[config.mk]
export PLATFORM = sky130hd
export DESIGN_NAME = cfu_top
export DESIGN_NICKNAME = d
export VERILOG_FILES = /design/src/hw/cfu_pkg.sv /design/src/hw/cfu_stack_port.sv /design/src/hw/cfu_top.sv
export SDC_FILE = /design/constraint.sdc
export NUM_CORES = 2
export LEC_CHECK = 0
export BUFFER_PORTS_ARGS = -buffer_cell sky130_fd_sc_hd__buf_2
export CAP_MARGIN = 0
export CORE_MARGIN = 2
export CORE_UTILIZATION = 35
export CTS_CLUSTER_SIZE = 30
export DETAILED_ROUTE_END_ITERATION = 8
export MAX_ROUTING_LAYER = met4
export PLACE_DENSITY = 0.49
export SYNTH_ARGS = -nofsm -noshare
export SYNTH_HDL_FRONTEND = slang
export SYNTH_SLANG_ARGS = --single-unit
[constraint.sdc]
create_clock -name REF_CLK_IN -period 3.6 [get_ports REF_CLK_IN]
set_input_delay 0.54 -clock REF_CLK_IN [delete_from_list [all_inputs] [get_ports REF_CLK_IN]]
set_output_delay 0.54 -clock REF_CLK_IN [all_outputs]
set_load 0.05 [all_outputs]
[src/hw/cfu_pkg.sv]
/*
 Shared constants and types for the subroutine call and return control block.
 Assumes a 32-bit word-aligned register bus and a wide stack that steps two addresses per doubleword.
*/
package cfu_pkg;
	localparam logic [5:0] OFS_CMD = 6'h00;
	localparam logic [5:0] OFS_EA = 6'h04;
	localparam logic [5:0] OFS_ARG = 6'h08;
	localparam logic [5:0] OFS_PC = 6'h0C;
	localparam logic [5:0] OFS_AC0 = 6'h10;
	localparam logic [5:0] OFS_AC1 = 6'h14;
	localparam logic [5:0] OFS_AC2 = 6'h18;
	localparam logic [5:0] OFS_AC3 = 6'h1C;
	localparam logic [5:0] OFS_PSR = 6'h20;
	localparam logic [5:0] OFS_WFP = 6'h24;
	localparam logic [5:0] OFS_SP = 6'h28;
	localparam logic [5:0] OFS_CRY = 6'h2C;
	localparam logic [5:0] OFS_STAT = 6'h30;
	localparam logic [3:0] OP_NEXT = 4'h0;
	localparam logic [3:0] OP_QSRCH = 4'h1;
	localparam logic [3:0] OP_JSR = 4'h2;
	localparam logic [3:0] OP_PSHJ = 4'h3;
	localparam logic [3:0] OP_POPJ = 4'h4;
	localparam logic [3:0] OP_CALL = 4'h5;
	localparam logic [3:0] OP_SAVE = 4'h6;
	localparam logic [3:0] OP_WIDE_RETURN = 4'h7;
	localparam logic [3:0] OP_BREAKPOINT_OP = 4'h8;
	localparam logic [3:0] OP_XOP = 4'h9;
	localparam logic [3:0] OP_PBX = 4'hA;
	localparam logic [3:0] OP_POPB = 4'hB;
	localparam logic [3:0] OP_INTR = 4'hC;
	localparam logic [3:0] OP_EDIT = 4'hD;
	localparam logic [3:0] OP_END_EDIT_OP = 4'hE;
	localparam int CMD_LEN_LSB = 4;
	localparam int CMD_OUT_LSB = 8;
	localparam int CMD_SET_POS = 12;
	localparam int CMD_SPEC_POS = 13;
	localparam int PSR_OVK_POS = 15;
	localparam int PSR_INTERRUPTED_EXECUTE_FLAG_POS = 14;
	localparam int PSR_TRAP_POS = 13;
	localparam logic [2:0] BLK_LAST = 3'h5;
	localparam logic [31:0] DW_STEP = 32'h00000002;
	localparam logic [31:0] BLK_SPAN = 32'h0000000C;
	localparam logic [31:0] WORD_RST = 32'h00000000;
	localparam logic [15:0] PSR_RST = 16'h0000;
	typedef struct packed {
		logic req;
		logic we;
		logic [31:0] addr;
		logic [31:0] wdata;
	} cfu_mem_req_t;
	localparam cfu_mem_req_t MEM_IDLE = '{1'b0, 1'b0, 32'h00000000, 32'h00000000};
	typedef enum logic {ST_IDLE, ST_STACK} cfu_state_t;
endpackage

[src/hw/cfu_stack_port.sv]
/*
 One doubleword push or pop on the wide stack memory.
 Holds each request until the memory answers it with a one-cycle acknowledge.
*/
`timescale 1ns/1ps
`default_nettype none
module cfu_stack_port (
	input wire logic clk_in,
	input wire logic rstn_in,
	input wire logic start_in,
	input wire logic push_in,
	input wire logic [31:0] sp_in,
	input wire logic [31:0] wdata_in,
	input wire logic ack_in,
	input wire logic [31:0] rdata_in,
	output var cfu_pkg::cfu_mem_req_t mem_out,
	output logic done_out,
	output logic [31:0] rdata_out
);
	cfu_pkg::cfu_mem_req_t mem_reg;
	logic done_reg;
	logic [31:0] rd_reg;

	always_ff @(posedge clk_in or negedge rstn_in) begin
		if (!rstn_in) begin
			mem_reg <= cfu_pkg::MEM_IDLE;
			done_reg <= 1'b0;
			rd_reg <= cfu_pkg::WORD_RST;
		end else begin
			done_reg <= 1'b0;
			if (mem_reg.req) begin
				if (ack_in) begin
					mem_reg.req <= 1'b0;
					done_reg <= 1'b1;
					rd_reg <= rdata_in;
				end
			end else if (start_in) begin
				mem_reg.req <= 1'b1;
				mem_reg.we <= push_in;
				mem_reg.addr <= push_in ? sp_in + cfu_pkg::DW_STEP : sp_in;
				mem_reg.wdata <= wdata_in;
			end
		end
	end

	assign mem_out = mem_reg;
	assign done_out = done_reg;
	assign rdata_out = rd_reg;
endmodule
`default_nettype wire

[src/hw/cfu_top.sv]
/*
 Subroutine call and return control with its wide return block sequencing.
 Assumes an Avalon-MM master issues one command at a time and a stack memory answers.
*/
`timescale 1ns/1ps
`default_nettype none
module cfu_top (
	input wire logic REF_CLK_IN,
	input wire logic RSTN_IN,
	input wire logic [5:0] AVS_ADDRESS_IN,
	input wire logic AVS_READ_IN,
	input wire logic AVS_WRITE_IN,
	input wire logic [31:0] AVS_WRITEDATA_IN,
	input wire logic [3:0] AVS_BYTEENABLE_IN,
	output logic [31:0] AVS_READDATA_OUT,
	output logic AVS_WAITREQUEST_OUT,
	output logic MEM_REQ_OUT,
	output logic MEM_WE_OUT,
	output logic [31:0] MEM_ADDR_OUT,
	output logic [31:0] MEM_WDATA_OUT,
	input wire logic MEM_ACK_IN,
	input wire logic [31:0] MEM_RDATA_IN,
	output logic EXEC_VALID_OUT,
	output logic [15:0] EXEC_OPCODE_OUT
);
	function automatic logic [31:0] be_merge(input logic [31:0] o, input logic [31:0] n, input logic [3:0] be);
		logic [31:0] r;
		r = o;
		for (int i = 0; i < 4; i++) begin
			if (be[i]) begin
				r[i*8 +: 8] = n[i*8 +: 8];
			end
		end
		return r;
	endfunction

	cfu_pkg::cfu_state_t st_reg;
	cfu_pkg::cfu_mem_req_t mem;
	logic ack_reg, wait_reg, go_reg, pend_reg, dir_reg, blk_reg, cry_reg, subst_reg, edit_reg;
	logic [31:0] rdata_reg, rd_next, cmd_reg, ea_reg, arg_reg, pc_reg, wfp_reg, sp_reg, ret_reg;
	logic [31:0] edit_ret_reg, edit_ptr_reg, port_rdata, nxt_pc, len32, outc32, locals, wmerge, ret_pc;
	logic [31:0] ac_reg [0:3];
	logic [31:0] blk_mem [0:5];
	logic [15:0] psr_reg, argc_reg, subst_op_reg;
	logic [3:0] op;
	logic [2:0] idx_reg, last_reg, cnt_reg;
	logic acc, busy, wr, start, port_start, port_done, pdone, last, st_push, st_pop, st_blk;
	localparam int CMD_LEN_LSB_P = cfu_pkg::CMD_LEN_LSB;
	localparam int CMD_OUT_LSB_P = cfu_pkg::CMD_OUT_LSB;

	assign busy = (st_reg != cfu_pkg::ST_IDLE) || go_reg;
	assign acc = (AVS_READ_IN || AVS_WRITE_IN) && !ack_reg && (AVS_READ_IN || !busy);
	assign wr = ack_reg && AVS_WRITE_IN;
	assign wmerge = be_merge(rd_next, AVS_WRITEDATA_IN, AVS_BYTEENABLE_IN);
	assign op = cmd_reg[3:0];
	assign len32 = {29'h0, cmd_reg[CMD_LEN_LSB_P +: 3]};
	assign outc32 = {30'h0, cmd_reg[CMD_OUT_LSB_P +: 2]};
	assign nxt_pc = pc_reg + len32;
	assign locals = {15'h0, arg_reg[15:0], 1'b0};
	assign start = go_reg;
	assign pdone = (st_reg == cfu_pkg::ST_STACK) && port_done;
	assign last = idx_reg == last_reg;
	assign port_start = (st_reg == cfu_pkg::ST_STACK) && !pend_reg;
	assign ret_pc = op == cfu_pkg::OP_BREAKPOINT_OP ? pc_reg : (op == cfu_pkg::OP_XOP ? nxt_pc : ret_reg);

	always_comb begin
		st_blk = op == cfu_pkg::OP_SAVE || op == cfu_pkg::OP_XOP || op == cfu_pkg::OP_WIDE_RETURN
			|| op == cfu_pkg::OP_PBX || op == cfu_pkg::OP_POPB
			|| (op == cfu_pkg::OP_BREAKPOINT_OP && !psr_reg[cfu_pkg::PSR_INTERRUPTED_EXECUTE_FLAG_POS]);
		st_push = op == cfu_pkg::OP_PSHJ || op == cfu_pkg::OP_CALL || op == cfu_pkg::OP_SAVE
			|| op == cfu_pkg::OP_XOP || (op == cfu_pkg::OP_INTR && subst_reg)
			|| (op == cfu_pkg::OP_BREAKPOINT_OP && !psr_reg[cfu_pkg::PSR_INTERRUPTED_EXECUTE_FLAG_POS]);
		st_pop = op == cfu_pkg::OP_POPJ || op == cfu_pkg::OP_WIDE_RETURN || op == cfu_pkg::OP_PBX
			|| op == cfu_pkg::OP_POPB || (op == cfu_pkg::OP_BREAKPOINT_OP && psr_reg[cfu_pkg::PSR_INTERRUPTED_EXECUTE_FLAG_POS]);
	end

	always_comb begin
		rd_next = cfu_pkg::WORD_RST;
		unique case (AVS_ADDRESS_IN)
			cfu_pkg::OFS_CMD: rd_next = cmd_reg;
			cfu_pkg::OFS_EA: rd_next = ea_reg;
			cfu_pkg::OFS_ARG: rd_next = arg_reg;
			cfu_pkg::OFS_PC: rd_next = pc_reg;
			cfu_pkg::OFS_AC0: rd_next = ac_reg[0];
			cfu_pkg::OFS_AC1: rd_next = ac_reg[1];
			cfu_pkg::OFS_AC2: rd_next = ac_reg[2];
			cfu_pkg::OFS_AC3: rd_next = ac_reg[3];
			cfu_pkg::OFS_PSR: rd_next = {16'h0, psr_reg};
			cfu_pkg::OFS_WFP: rd_next = wfp_reg;
			cfu_pkg::OFS_SP: rd_next = sp_reg;
			cfu_pkg::OFS_CRY: rd_next = {31'h0, cry_reg};
			cfu_pkg::OFS_STAT: rd_next = {busy, subst_reg, edit_reg, 13'h0, subst_op_reg};
			default: rd_next = cfu_pkg::WORD_RST;
		endcase
	end

	// Bus slave: one wait cycle, more for a write while busy, then waitrequest low for exactly one cycle.
	always_ff @(posedge REF_CLK_IN or negedge RSTN_IN) begin
		if (!RSTN_IN) begin
			ack_reg <= 1'b0;
			wait_reg <= 1'b1;
			rdata_reg <= cfu_pkg::WORD_RST;
		end else begin
			ack_reg <= acc;
			wait_reg <= !acc;
			if (acc) begin
				rdata_reg <= rd_next;
			end
		end
	end

	always_ff @(posedge REF_CLK_IN or negedge RSTN_IN) begin
		if (!RSTN_IN) begin
			cmd_reg <= cfu_pkg::WORD_RST;
			go_reg <= 1'b0;
		end else begin
			go_reg <= wr && AVS_ADDRESS_IN == cfu_pkg::OFS_CMD;
			if (wr && AVS_ADDRESS_IN == cfu_pkg::OFS_CMD) begin
				cmd_reg <= wmerge;
			end
		end
	end

	// Stack sequencer: single doubleword or a whole return block.
	always_ff @(posedge REF_CLK_IN or negedge RSTN_IN) begin
		if (!RSTN_IN) begin
			st_reg <= cfu_pkg::ST_IDLE;
			idx_reg <= 3'h0;
			last_reg <= 3'h0;
			dir_reg <= 1'b0;
			blk_reg <= 1'b0;
			pend_reg <= 1'b0;
			cnt_reg <= 3'h0;
		end else begin
			if (start && (st_push || st_pop)) begin
				st_reg <= cfu_pkg::ST_STACK;
				idx_reg <= 3'h0;
				last_reg <= st_blk ? cfu_pkg::BLK_LAST : 3'h0;
				dir_reg <= st_push;
				blk_reg <= st_blk;
				cnt_reg <= 3'h0;
			end else if (pdone) begin
				pend_reg <= 1'b0;
				cnt_reg <= cnt_reg + 3'h1;
				if (last) begin
					st_reg <= cfu_pkg::ST_IDLE;
				end else begin
					idx_reg <= idx_reg + 3'h1;
				end
			end else if (port_start) begin
				pend_reg <= 1'b1;
			end
		end
	end

	// Push image captured at command start, so later status changes do not leak in.
	always_ff @(posedge REF_CLK_IN or negedge RSTN_IN) begin
		if (!RSTN_IN) begin
			for (int i = 0; i < 6; i++) begin
				blk_mem[i] <= cfu_pkg::WORD_RST;
			end
		end else if (start) begin
			unique case (op)
				cfu_pkg::OP_PSHJ: blk_mem[0] <= nxt_pc;
				cfu_pkg::OP_CALL: blk_mem[0] <= {16'h0, arg_reg[15:0]};
				cfu_pkg::OP_INTR: blk_mem[0] <= {16'h0, subst_op_reg};
				cfu_pkg::OP_SAVE, cfu_pkg::OP_BREAKPOINT_OP, cfu_pkg::OP_XOP: begin
					blk_mem[0] <= {psr_reg, op == cfu_pkg::OP_SAVE ? argc_reg : 16'h0};
					blk_mem[1] <= ac_reg[0];
					blk_mem[2] <= ac_reg[1];
					blk_mem[3] <= ac_reg[2];
					blk_mem[4] <= op == cfu_pkg::OP_SAVE ? wfp_reg : ac_reg[3];
					blk_mem[5] <= {cry_reg, ret_pc[30:0]};
				end
				default: blk_mem[0] <= blk_mem[0];
			endcase
		end
	end

	always_ff @(posedge REF_CLK_IN or negedge RSTN_IN) begin
		if (!RSTN_IN) begin
			for (int i = 0; i < 4; i++) begin
				ac_reg[i] <= cfu_pkg::WORD_RST;
			end
			pc_reg <= cfu_pkg::WORD_RST;
			ea_reg <= cfu_pkg::WORD_RST;
			arg_reg <= cfu_pkg::WORD_RST;
			wfp_reg <= cfu_pkg::WORD_RST;
			sp_reg <= cfu_pkg::WORD_RST;
			ret_reg <= cfu_pkg::WORD_RST;
			edit_ret_reg <= cfu_pkg::WORD_RST;
			edit_ptr_reg <= cfu_pkg::WORD_RST;
			psr_reg <= cfu_pkg::PSR_RST;
			argc_reg <= 16'h0000;
			subst_op_reg <= 16'h0000;
			cry_reg <= 1'b0;
			subst_reg <= 1'b0;
			edit_reg <= 1'b0;
		end else if (wr) begin
			unique case (AVS_ADDRESS_IN)
				cfu_pkg::OFS_EA: ea_reg <= wmerge;
				cfu_pkg::OFS_ARG: arg_reg <= wmerge;
				cfu_pkg::OFS_PC: pc_reg <= wmerge;
				cfu_pkg::OFS_AC0: ac_reg[0] <= wmerge;
				cfu_pkg::OFS_AC1: ac_reg[1] <= wmerge;
				cfu_pkg::OFS_AC2: ac_reg[2] <= wmerge;
				cfu_pkg::OFS_AC3: ac_reg[3] <= wmerge;
				cfu_pkg::OFS_PSR: psr_reg <= wmerge[15:0];
				cfu_pkg::OFS_WFP: wfp_reg <= wmerge;
				cfu_pkg::OFS_SP: sp_reg <= wmerge;
				cfu_pkg::OFS_CRY: cry_reg <= wmerge[0];
				default: cry_reg <= cry_reg;
			endcase
		end else if (start) begin
			unique case (op)
				cfu_pkg::OP_NEXT: begin
					pc_reg <= nxt_pc;
					subst_reg <= 1'b0;
				end
				cfu_pkg::OP_QSRCH: pc_reg <= nxt_pc + outc32;
				cfu_pkg::OP_JSR: begin
					ac_reg[2] <= nxt_pc;
					ret_reg <= nxt_pc;
					argc_reg <= 16'h0000;
					pc_reg <= {pc_reg[31:28], ea_reg[27:0]};
				end
				cfu_pkg::OP_PSHJ: pc_reg <= {pc_reg[31:28], ea_reg[27:0]};
				cfu_pkg::OP_CALL: begin
					argc_reg <= arg_reg[15:0];
					ret_reg <= nxt_pc;
					pc_reg <= {1'b0, ea_reg[30:0]};
				end
				cfu_pkg::OP_SAVE: begin
					wfp_reg <= sp_reg + cfu_pkg::BLK_SPAN;
					psr_reg[cfu_pkg::PSR_OVK_POS] <= cmd_reg[cfu_pkg::CMD_SET_POS];
					if (cmd_reg[cfu_pkg::CMD_SPEC_POS]) begin
						psr_reg[cfu_pkg::PSR_TRAP_POS] <= 1'b0;
					end
				end
				cfu_pkg::OP_WIDE_RETURN: sp_reg <= wfp_reg;
				cfu_pkg::OP_BREAKPOINT_OP: begin
					if (psr_reg[cfu_pkg::PSR_INTERRUPTED_EXECUTE_FLAG_POS]) begin
						psr_reg[cfu_pkg::PSR_INTERRUPTED_EXECUTE_FLAG_POS] <= 1'b0;
					end else begin
						pc_reg <= ea_reg;
					end
				end
				cfu_pkg::OP_XOP: pc_reg <= ea_reg;
				cfu_pkg::OP_PBX: subst_op_reg <= ac_reg[0][15:0];
				cfu_pkg::OP_POPB: cry_reg <= cry_reg;
				cfu_pkg::OP_INTR: begin
					if (subst_reg) begin
						psr_reg[cfu_pkg::PSR_INTERRUPTED_EXECUTE_FLAG_POS] <= 1'b1;
						subst_reg <= 1'b0;
					end
				end
				cfu_pkg::OP_EDIT: begin
					edit_ret_reg <= nxt_pc;
					edit_ptr_reg <= ea_reg;
					edit_reg <= 1'b1;
				end
				cfu_pkg::OP_END_EDIT_OP: begin
					pc_reg <= edit_ret_reg;
					edit_reg <= 1'b0;
				end
				default: pc_reg <= pc_reg;
			endcase
		end else if (pdone) begin
			if (dir_reg) begin
				sp_reg <= (last && op == cfu_pkg::OP_SAVE) ? sp_reg + cfu_pkg::DW_STEP + locals
					: sp_reg + cfu_pkg::DW_STEP;
			end else begin
				sp_reg <= sp_reg - cfu_pkg::DW_STEP;
				if (blk_reg) begin
					unique case (idx_reg)
						3'h0: begin
							cry_reg <= port_rdata[31];
							pc_reg <= {1'b0, port_rdata[30:0]};
						end
						3'h1: begin
							if (op == cfu_pkg::OP_WIDE_RETURN) begin
								wfp_reg <= port_rdata;
							end else begin
								ac_reg[3] <= port_rdata;
							end
						end
						3'h2: ac_reg[2] <= port_rdata;
						3'h3: ac_reg[1] <= port_rdata;
						3'h4: ac_reg[0] <= port_rdata;
						3'h5: psr_reg <= port_rdata[31:16];
						default: psr_reg <= psr_reg;
					endcase
					if (last && op == cfu_pkg::OP_PBX) begin
						subst_reg <= 1'b1;
					end
				end else if (op == cfu_pkg::OP_POPJ) begin
					pc_reg <= port_rdata;
				end else begin
					subst_op_reg <= port_rdata[15:0];
					subst_reg <= 1'b1;
				end
			end
		end
	end

	cfu_stack_port u_port (
		.clk_in(REF_CLK_IN),
		.rstn_in(RSTN_IN),
		.start_in(port_start),
		.push_in(dir_reg),
		.sp_in(sp_reg),
		.wdata_in(blk_mem[idx_reg]),
		.ack_in(MEM_ACK_IN),
		.rdata_in(MEM_RDATA_IN),
		.mem_out(mem),
		.done_out(port_done),
		.rdata_out(port_rdata)
	);

	assign AVS_READDATA_OUT = rdata_reg;
	assign AVS_WAITREQUEST_OUT = wait_reg;
	assign MEM_REQ_OUT = mem.req;
	assign MEM_WE_OUT = mem.we;
	assign MEM_ADDR_OUT = mem.addr;
	assign MEM_WDATA_OUT = mem.wdata;
	assign EXEC_VALID_OUT = subst_reg;
	assign EXEC_OPCODE_OUT = subst_op_reg;
endmodule
`default_nettype wire
==> results.toml <==
[worst_hold_path]
min-delay-start = "MEM_RDATA_IN[4]"
min_path_type = "in -> reg"

[layout]
layout.cells.non_filler = 6582
final_layout_size_suffix_gt1_share_pct = 25.7
finalNetCount = 5081
final_cell_mix = "760 x sky130_fd_sc_hd__dfrtp_1, 502 x sky130_fd_sc_hd__buf_4, 490 x sky130_fd_sc_hd__nand2_1, 485 x sky130_fd_sc_hd__nor2_1, 371 x sky130_fd_sc_hd__a21oi_1"
area.growth.synth_to_final_pct = 23.8
post-route-util_pct = 43.6
largest_register_ffs = 192
layout.cells.most_common = "sky130_fd_sc_hd__dfrtp_1"

[floorplanning]
chipWidth_um = 349
initial_utilization_pct = 35.2
fp-row-count = 126
die-height_um = 349
die_area_mm2 = 0.122
num_io_pins = 195
fp.coreArea_mm2 = 0.118

[yosys]
syn-cell-area_mm2 = 0.0416
synth-async-reset-ratio_pct = 100
synthDominantCellAreaShare_pct = 46.1
postSynthCellCount = 4507
synth_ff_type = "sky130_fd_sc_hd__dfrtp_1"
synthDistinctLibCells = 90
synth.avg_cell_area_um2 = 9.23
number_of_enable_type_register_cells_in_the_synthesized_netlist = 0
synth.ff_latch_count = 767
synth.top_cells.by_area = "sky130_fd_sc_hd__dfrtp_1 46%, sky130_fd_sc_hd__mux2_2 6.3%, sky130_fd_sc_hd__o21ai_0 4.6%, sky130_fd_sc_hd__a21oi_1 4.5%, sky130_fd_sc_hd__nand2_1 4.5%"
yosysWarningCount = 0
synth_sequential_area_ratio_pct = 46.1
synth.net_count = 4620
yosysTopAreaCell = "sky130_fd_sc_hd__dfrtp_1"

[grt]
global_route.usage.total_pct = 33.8
grt_max_degree = 104
wire_length_of_the_first_global_routing_pass_mm = 286
met1_usage_pct = 49.4
grt.overflow.total = 0
grt_antenna_before_repair = 9
met3_capacity_usage_during_global_routing_pct = 8.34
globalRouteMet2Util_pct = 45.6
grt-busiest-layer = "met1"
via_count_of_the_first_global_routing_pass = 36600

[critical_path]
crit_path_start = "sp_reg[3]$_DFFE_PN0P_"
critical_path.max_fanout = 3
cp_slowest_cell = "sky130_fd_sc_hd__or4b_4"
arr_time_crit_path_ns = 4.12
worst-r2r-setup-slack_ns = 0.02
ff2ff_path_depth = 15
worstSetupStartpointType = "flop"
end_kind = "flop"
timing_worst_setup_path_type = "reg -> reg"
worst_ep_required_time_ns = 4.14
crit-reg2reg-capture = "sp_reg[26]$_DFFE_PN0P_"
rr_startpoint = "sp_reg[3]$_DFFE_PN0P_"
critical_path.cell_chain = "ha_2 > nand4_1 > buf_4 > nor2_4 > xor2_4 > ha_4 > buf_6 > nand4_1 > or2_4 > o211ai_1 > a2111oi_4 > or4b_4 > o221a_4 > nand2_1 > a31oi_1"
cpMostUsedCell = "sky130_fd_sc_hd__nand4_1"
critPathCapture = "sp_reg[26]$_DFFE_PN0P_"
critPathMaxStageDelay_ns = 0.57

[power_and_ir_drop]
share_of_power_burned_in_registers_pct = 39.9
power_leakage_uw = 0.0233
areal_power_density_over_the_cells_mw_per_mm2 = 532
internal_power_uw = 17500
share_comb_of_total_power_pct = 23.9
ir_worst_vdd_mv = 0.332
power_switching_uw = 9940
pwr-share-clk_pct = 36.2
p_sw_share_pct = 36.2
design_power_total_uw = 27400

[clock_network]
clock_transition_at_the_registers_of_the_reported_paths_ns = 0.06
cts_inserted_buffers = 92
clk-insertion-delay-late_ns = 0.70
tritoncts = "done"
clk_path_buf_depth = 3
cts_num_sinks = 767
count_of_h_tree_levels_built_during_cts = 3
clockRootBuffer = "sky130_fd_sc_hd__clkbuf_16"

[sta]
unrepaired_setup_endpoints_after_global_routing = "true"
worst_pin_slew_ns = 1.26
clock_tree_skew_after_final_layout_ns = 0.0240
timing.final.hold_violations = 0
holdWs_ns = 0.0728
post_route_fraction_of_the_period_consumed_by_the_critical_path_pct = 99.4
period_needed_ns = 3.58
setup-tns-final_ns = 0
slew_headroom_pct = 15.3
report.final.slew_viol_count = 0
fmax_mhz = 279
setup_viol = 0

[drt]
drt-total-wl_mm = 202
average_wire_per_standard_cell_um = 30.7
ant_nets = 0
via_count = 39200
detail_route.first_pass.iterations = 8
route.detailed.drc = 0
post_drt_via_cell_ratio = 5.96
detailedRoute.firstIterationViolations = 4937

[place]
place.detailed.instances = 6389
port_buffers = 194
gpl.final_weighted_congestion = 0.994
post_dp_hpwl_mm = 154

[run_status]
run_status = "completed"

[flow_run]
cap_violations = 0
-- timing repair --
action	in CTS	in global routing
hold endpoints to repair	43	0
pin swaps	45	38
buffers inserted	17	5
resized for setup	59	54
setup endpoints to repair	26	33
hold buffers	1	0
-- logic make-up (layout without fill, tap and decap cells) --
group | after synthesis | after routing | synth area share (%)
compound gates | 1341 | 1341 | 20.2
fa+ha+maj | 34 | 34 | 1.08
buf+inv | 435 | 969 | 4.03
xor+xnor | 166 | 166 | 3.49
flops | 767 | 767 | 46.1
other cells | 0 | 5 | 0
simple gates | 1434 | 1434 | 15.5
mux | 330 | 330 | 9.60
-- worst min-delay path by stage --
| stage | end | slack, ns | cells past startpoint |
|---|---|---|---|
| after floorplan | AVS_READDATA_OUT[0]$_DFFE_PN0P_ | 0.24 | 0 |
| after global placement | blk_mem[51]$_DFFE_PN0P_ | 0.46 | 2 |
| after detailed placement | ret_reg[0]$_DFFE_PN0P_ | 0.46 | 2 |
| after CTS | u_port.mem_out[65]$_DFF_PN0_ | 0.04 | 2 |
| after global routing | u_port.rdata_out[5]$_DFFE_PN0P_ | 0.07 | 2 |
| final | u_port.rdata_out[4]$_DFFE_PN0P_ | 0.07 | 3 |
-- per-stage QoR --
stage,worst slack [ns],cell area [um2]
detailed placement,-0.514,47700
global route,-0.138,51500
CTS,-0.0467,51200
global placement,-0.524,47700
floorplan,0.0232,41600
finish,0.0206,51500
-- power by group through the flow --
stage	logic, uW	clock network [uW]	registers (uW)
finish	6560	9940	10900
CTS	6360	10100	10800
global route	6980	10400	11000
floorplan	2950	0	10800
detailed placement	6280	0	11000
global placement	6260	0	11000
-- worst max-delay path, delay by kind of cell (launching register included) --
family          cells  cell delay (ns)
flops               1             0.37
simple gates        6             1.29
compound gates      4             0.88
fa+ha+maj           2             0.47
buf+inv             2             0.31
xor+xnor            1             0.10
-- metal layers --
| metal | routed length (um) | vias up |
|---|---|---|
| li1 | - | 17300 |
| met1 | 92000 | 19600 |
| met2 | 82200 | 2021 |
| met3 | 21600 | 291 |
| met4 | 6350 | 0 |
| met5 | 0 | - |
-- final cells by class --
| class | count | area, um2 |
|---|---|---|
| fillers | 11600 | 66500 |
| multi-input cells | 3305 | 21500 |
| flip-flops and latches | 767 | 19200 |
| repair buffers | 736 | 5500 |
| clock buffers | 125 | 2600 |
| well taps | 1536 | 1920 |
| clock inverters | 42 | 563 |
| inverters | 66 | 248 |
| diodes | 5 | 12.5 |
-- synthesized netlist by cell type (21+ instances only) --
master,number
sky130_fd_sc_hd__clkbuf_1,311
sky130_fd_sc_hd__nand3_1,117
sky130_fd_sc_hd__o21ai_0,382
sky130_fd_sc_hd__a21o_1,27
sky130_fd_sc_hd__inv_1,62
sky130_fd_sc_hd__a211oi_1,21
sky130_fd_sc_hd__buf_1,33
sky130_fd_sc_hd__ha_1,31
sky130_fd_sc_hd__o21a_1,32
sky130_fd_sc_hd__buf_2,22
sky130_fd_sc_hd__a21oi_1,374
sky130_fd_sc_hd__dfrtp_1,766
sky130_fd_sc_hd__a22o_1,39
sky130_fd_sc_hd__and2_1,32
sky130_fd_sc_hd__nand4_1,57
sky130_fd_sc_hd__nand2_1,497
sky130_fd_sc_hd__mux2_2,233
sky130_fd_sc_hd__nor2_1,494
sky130_fd_sc_hd__o211ai_1,41
sky130_fd_sc_hd__a31oi_1,67
sky130_fd_sc_hd__nor3_1,57
sky130_fd_sc_hd__xnor2_1,84
sky130_fd_sc_hd__xor2_1,82
sky130_fd_sc_hd__mux4_2,32
sky130_fd_sc_hd__a222oi_1,23
sky130_fd_sc_hd__and3_1,27
sky130_fd_sc_hd__nor4_1,30
sky130_fd_sc_hd__a22oi_1,133
sky130_fd_sc_hd__a221oi_1,78
sky130_fd_sc_hd__mux2i_1,65
Power figures use the tool's default switching activity.
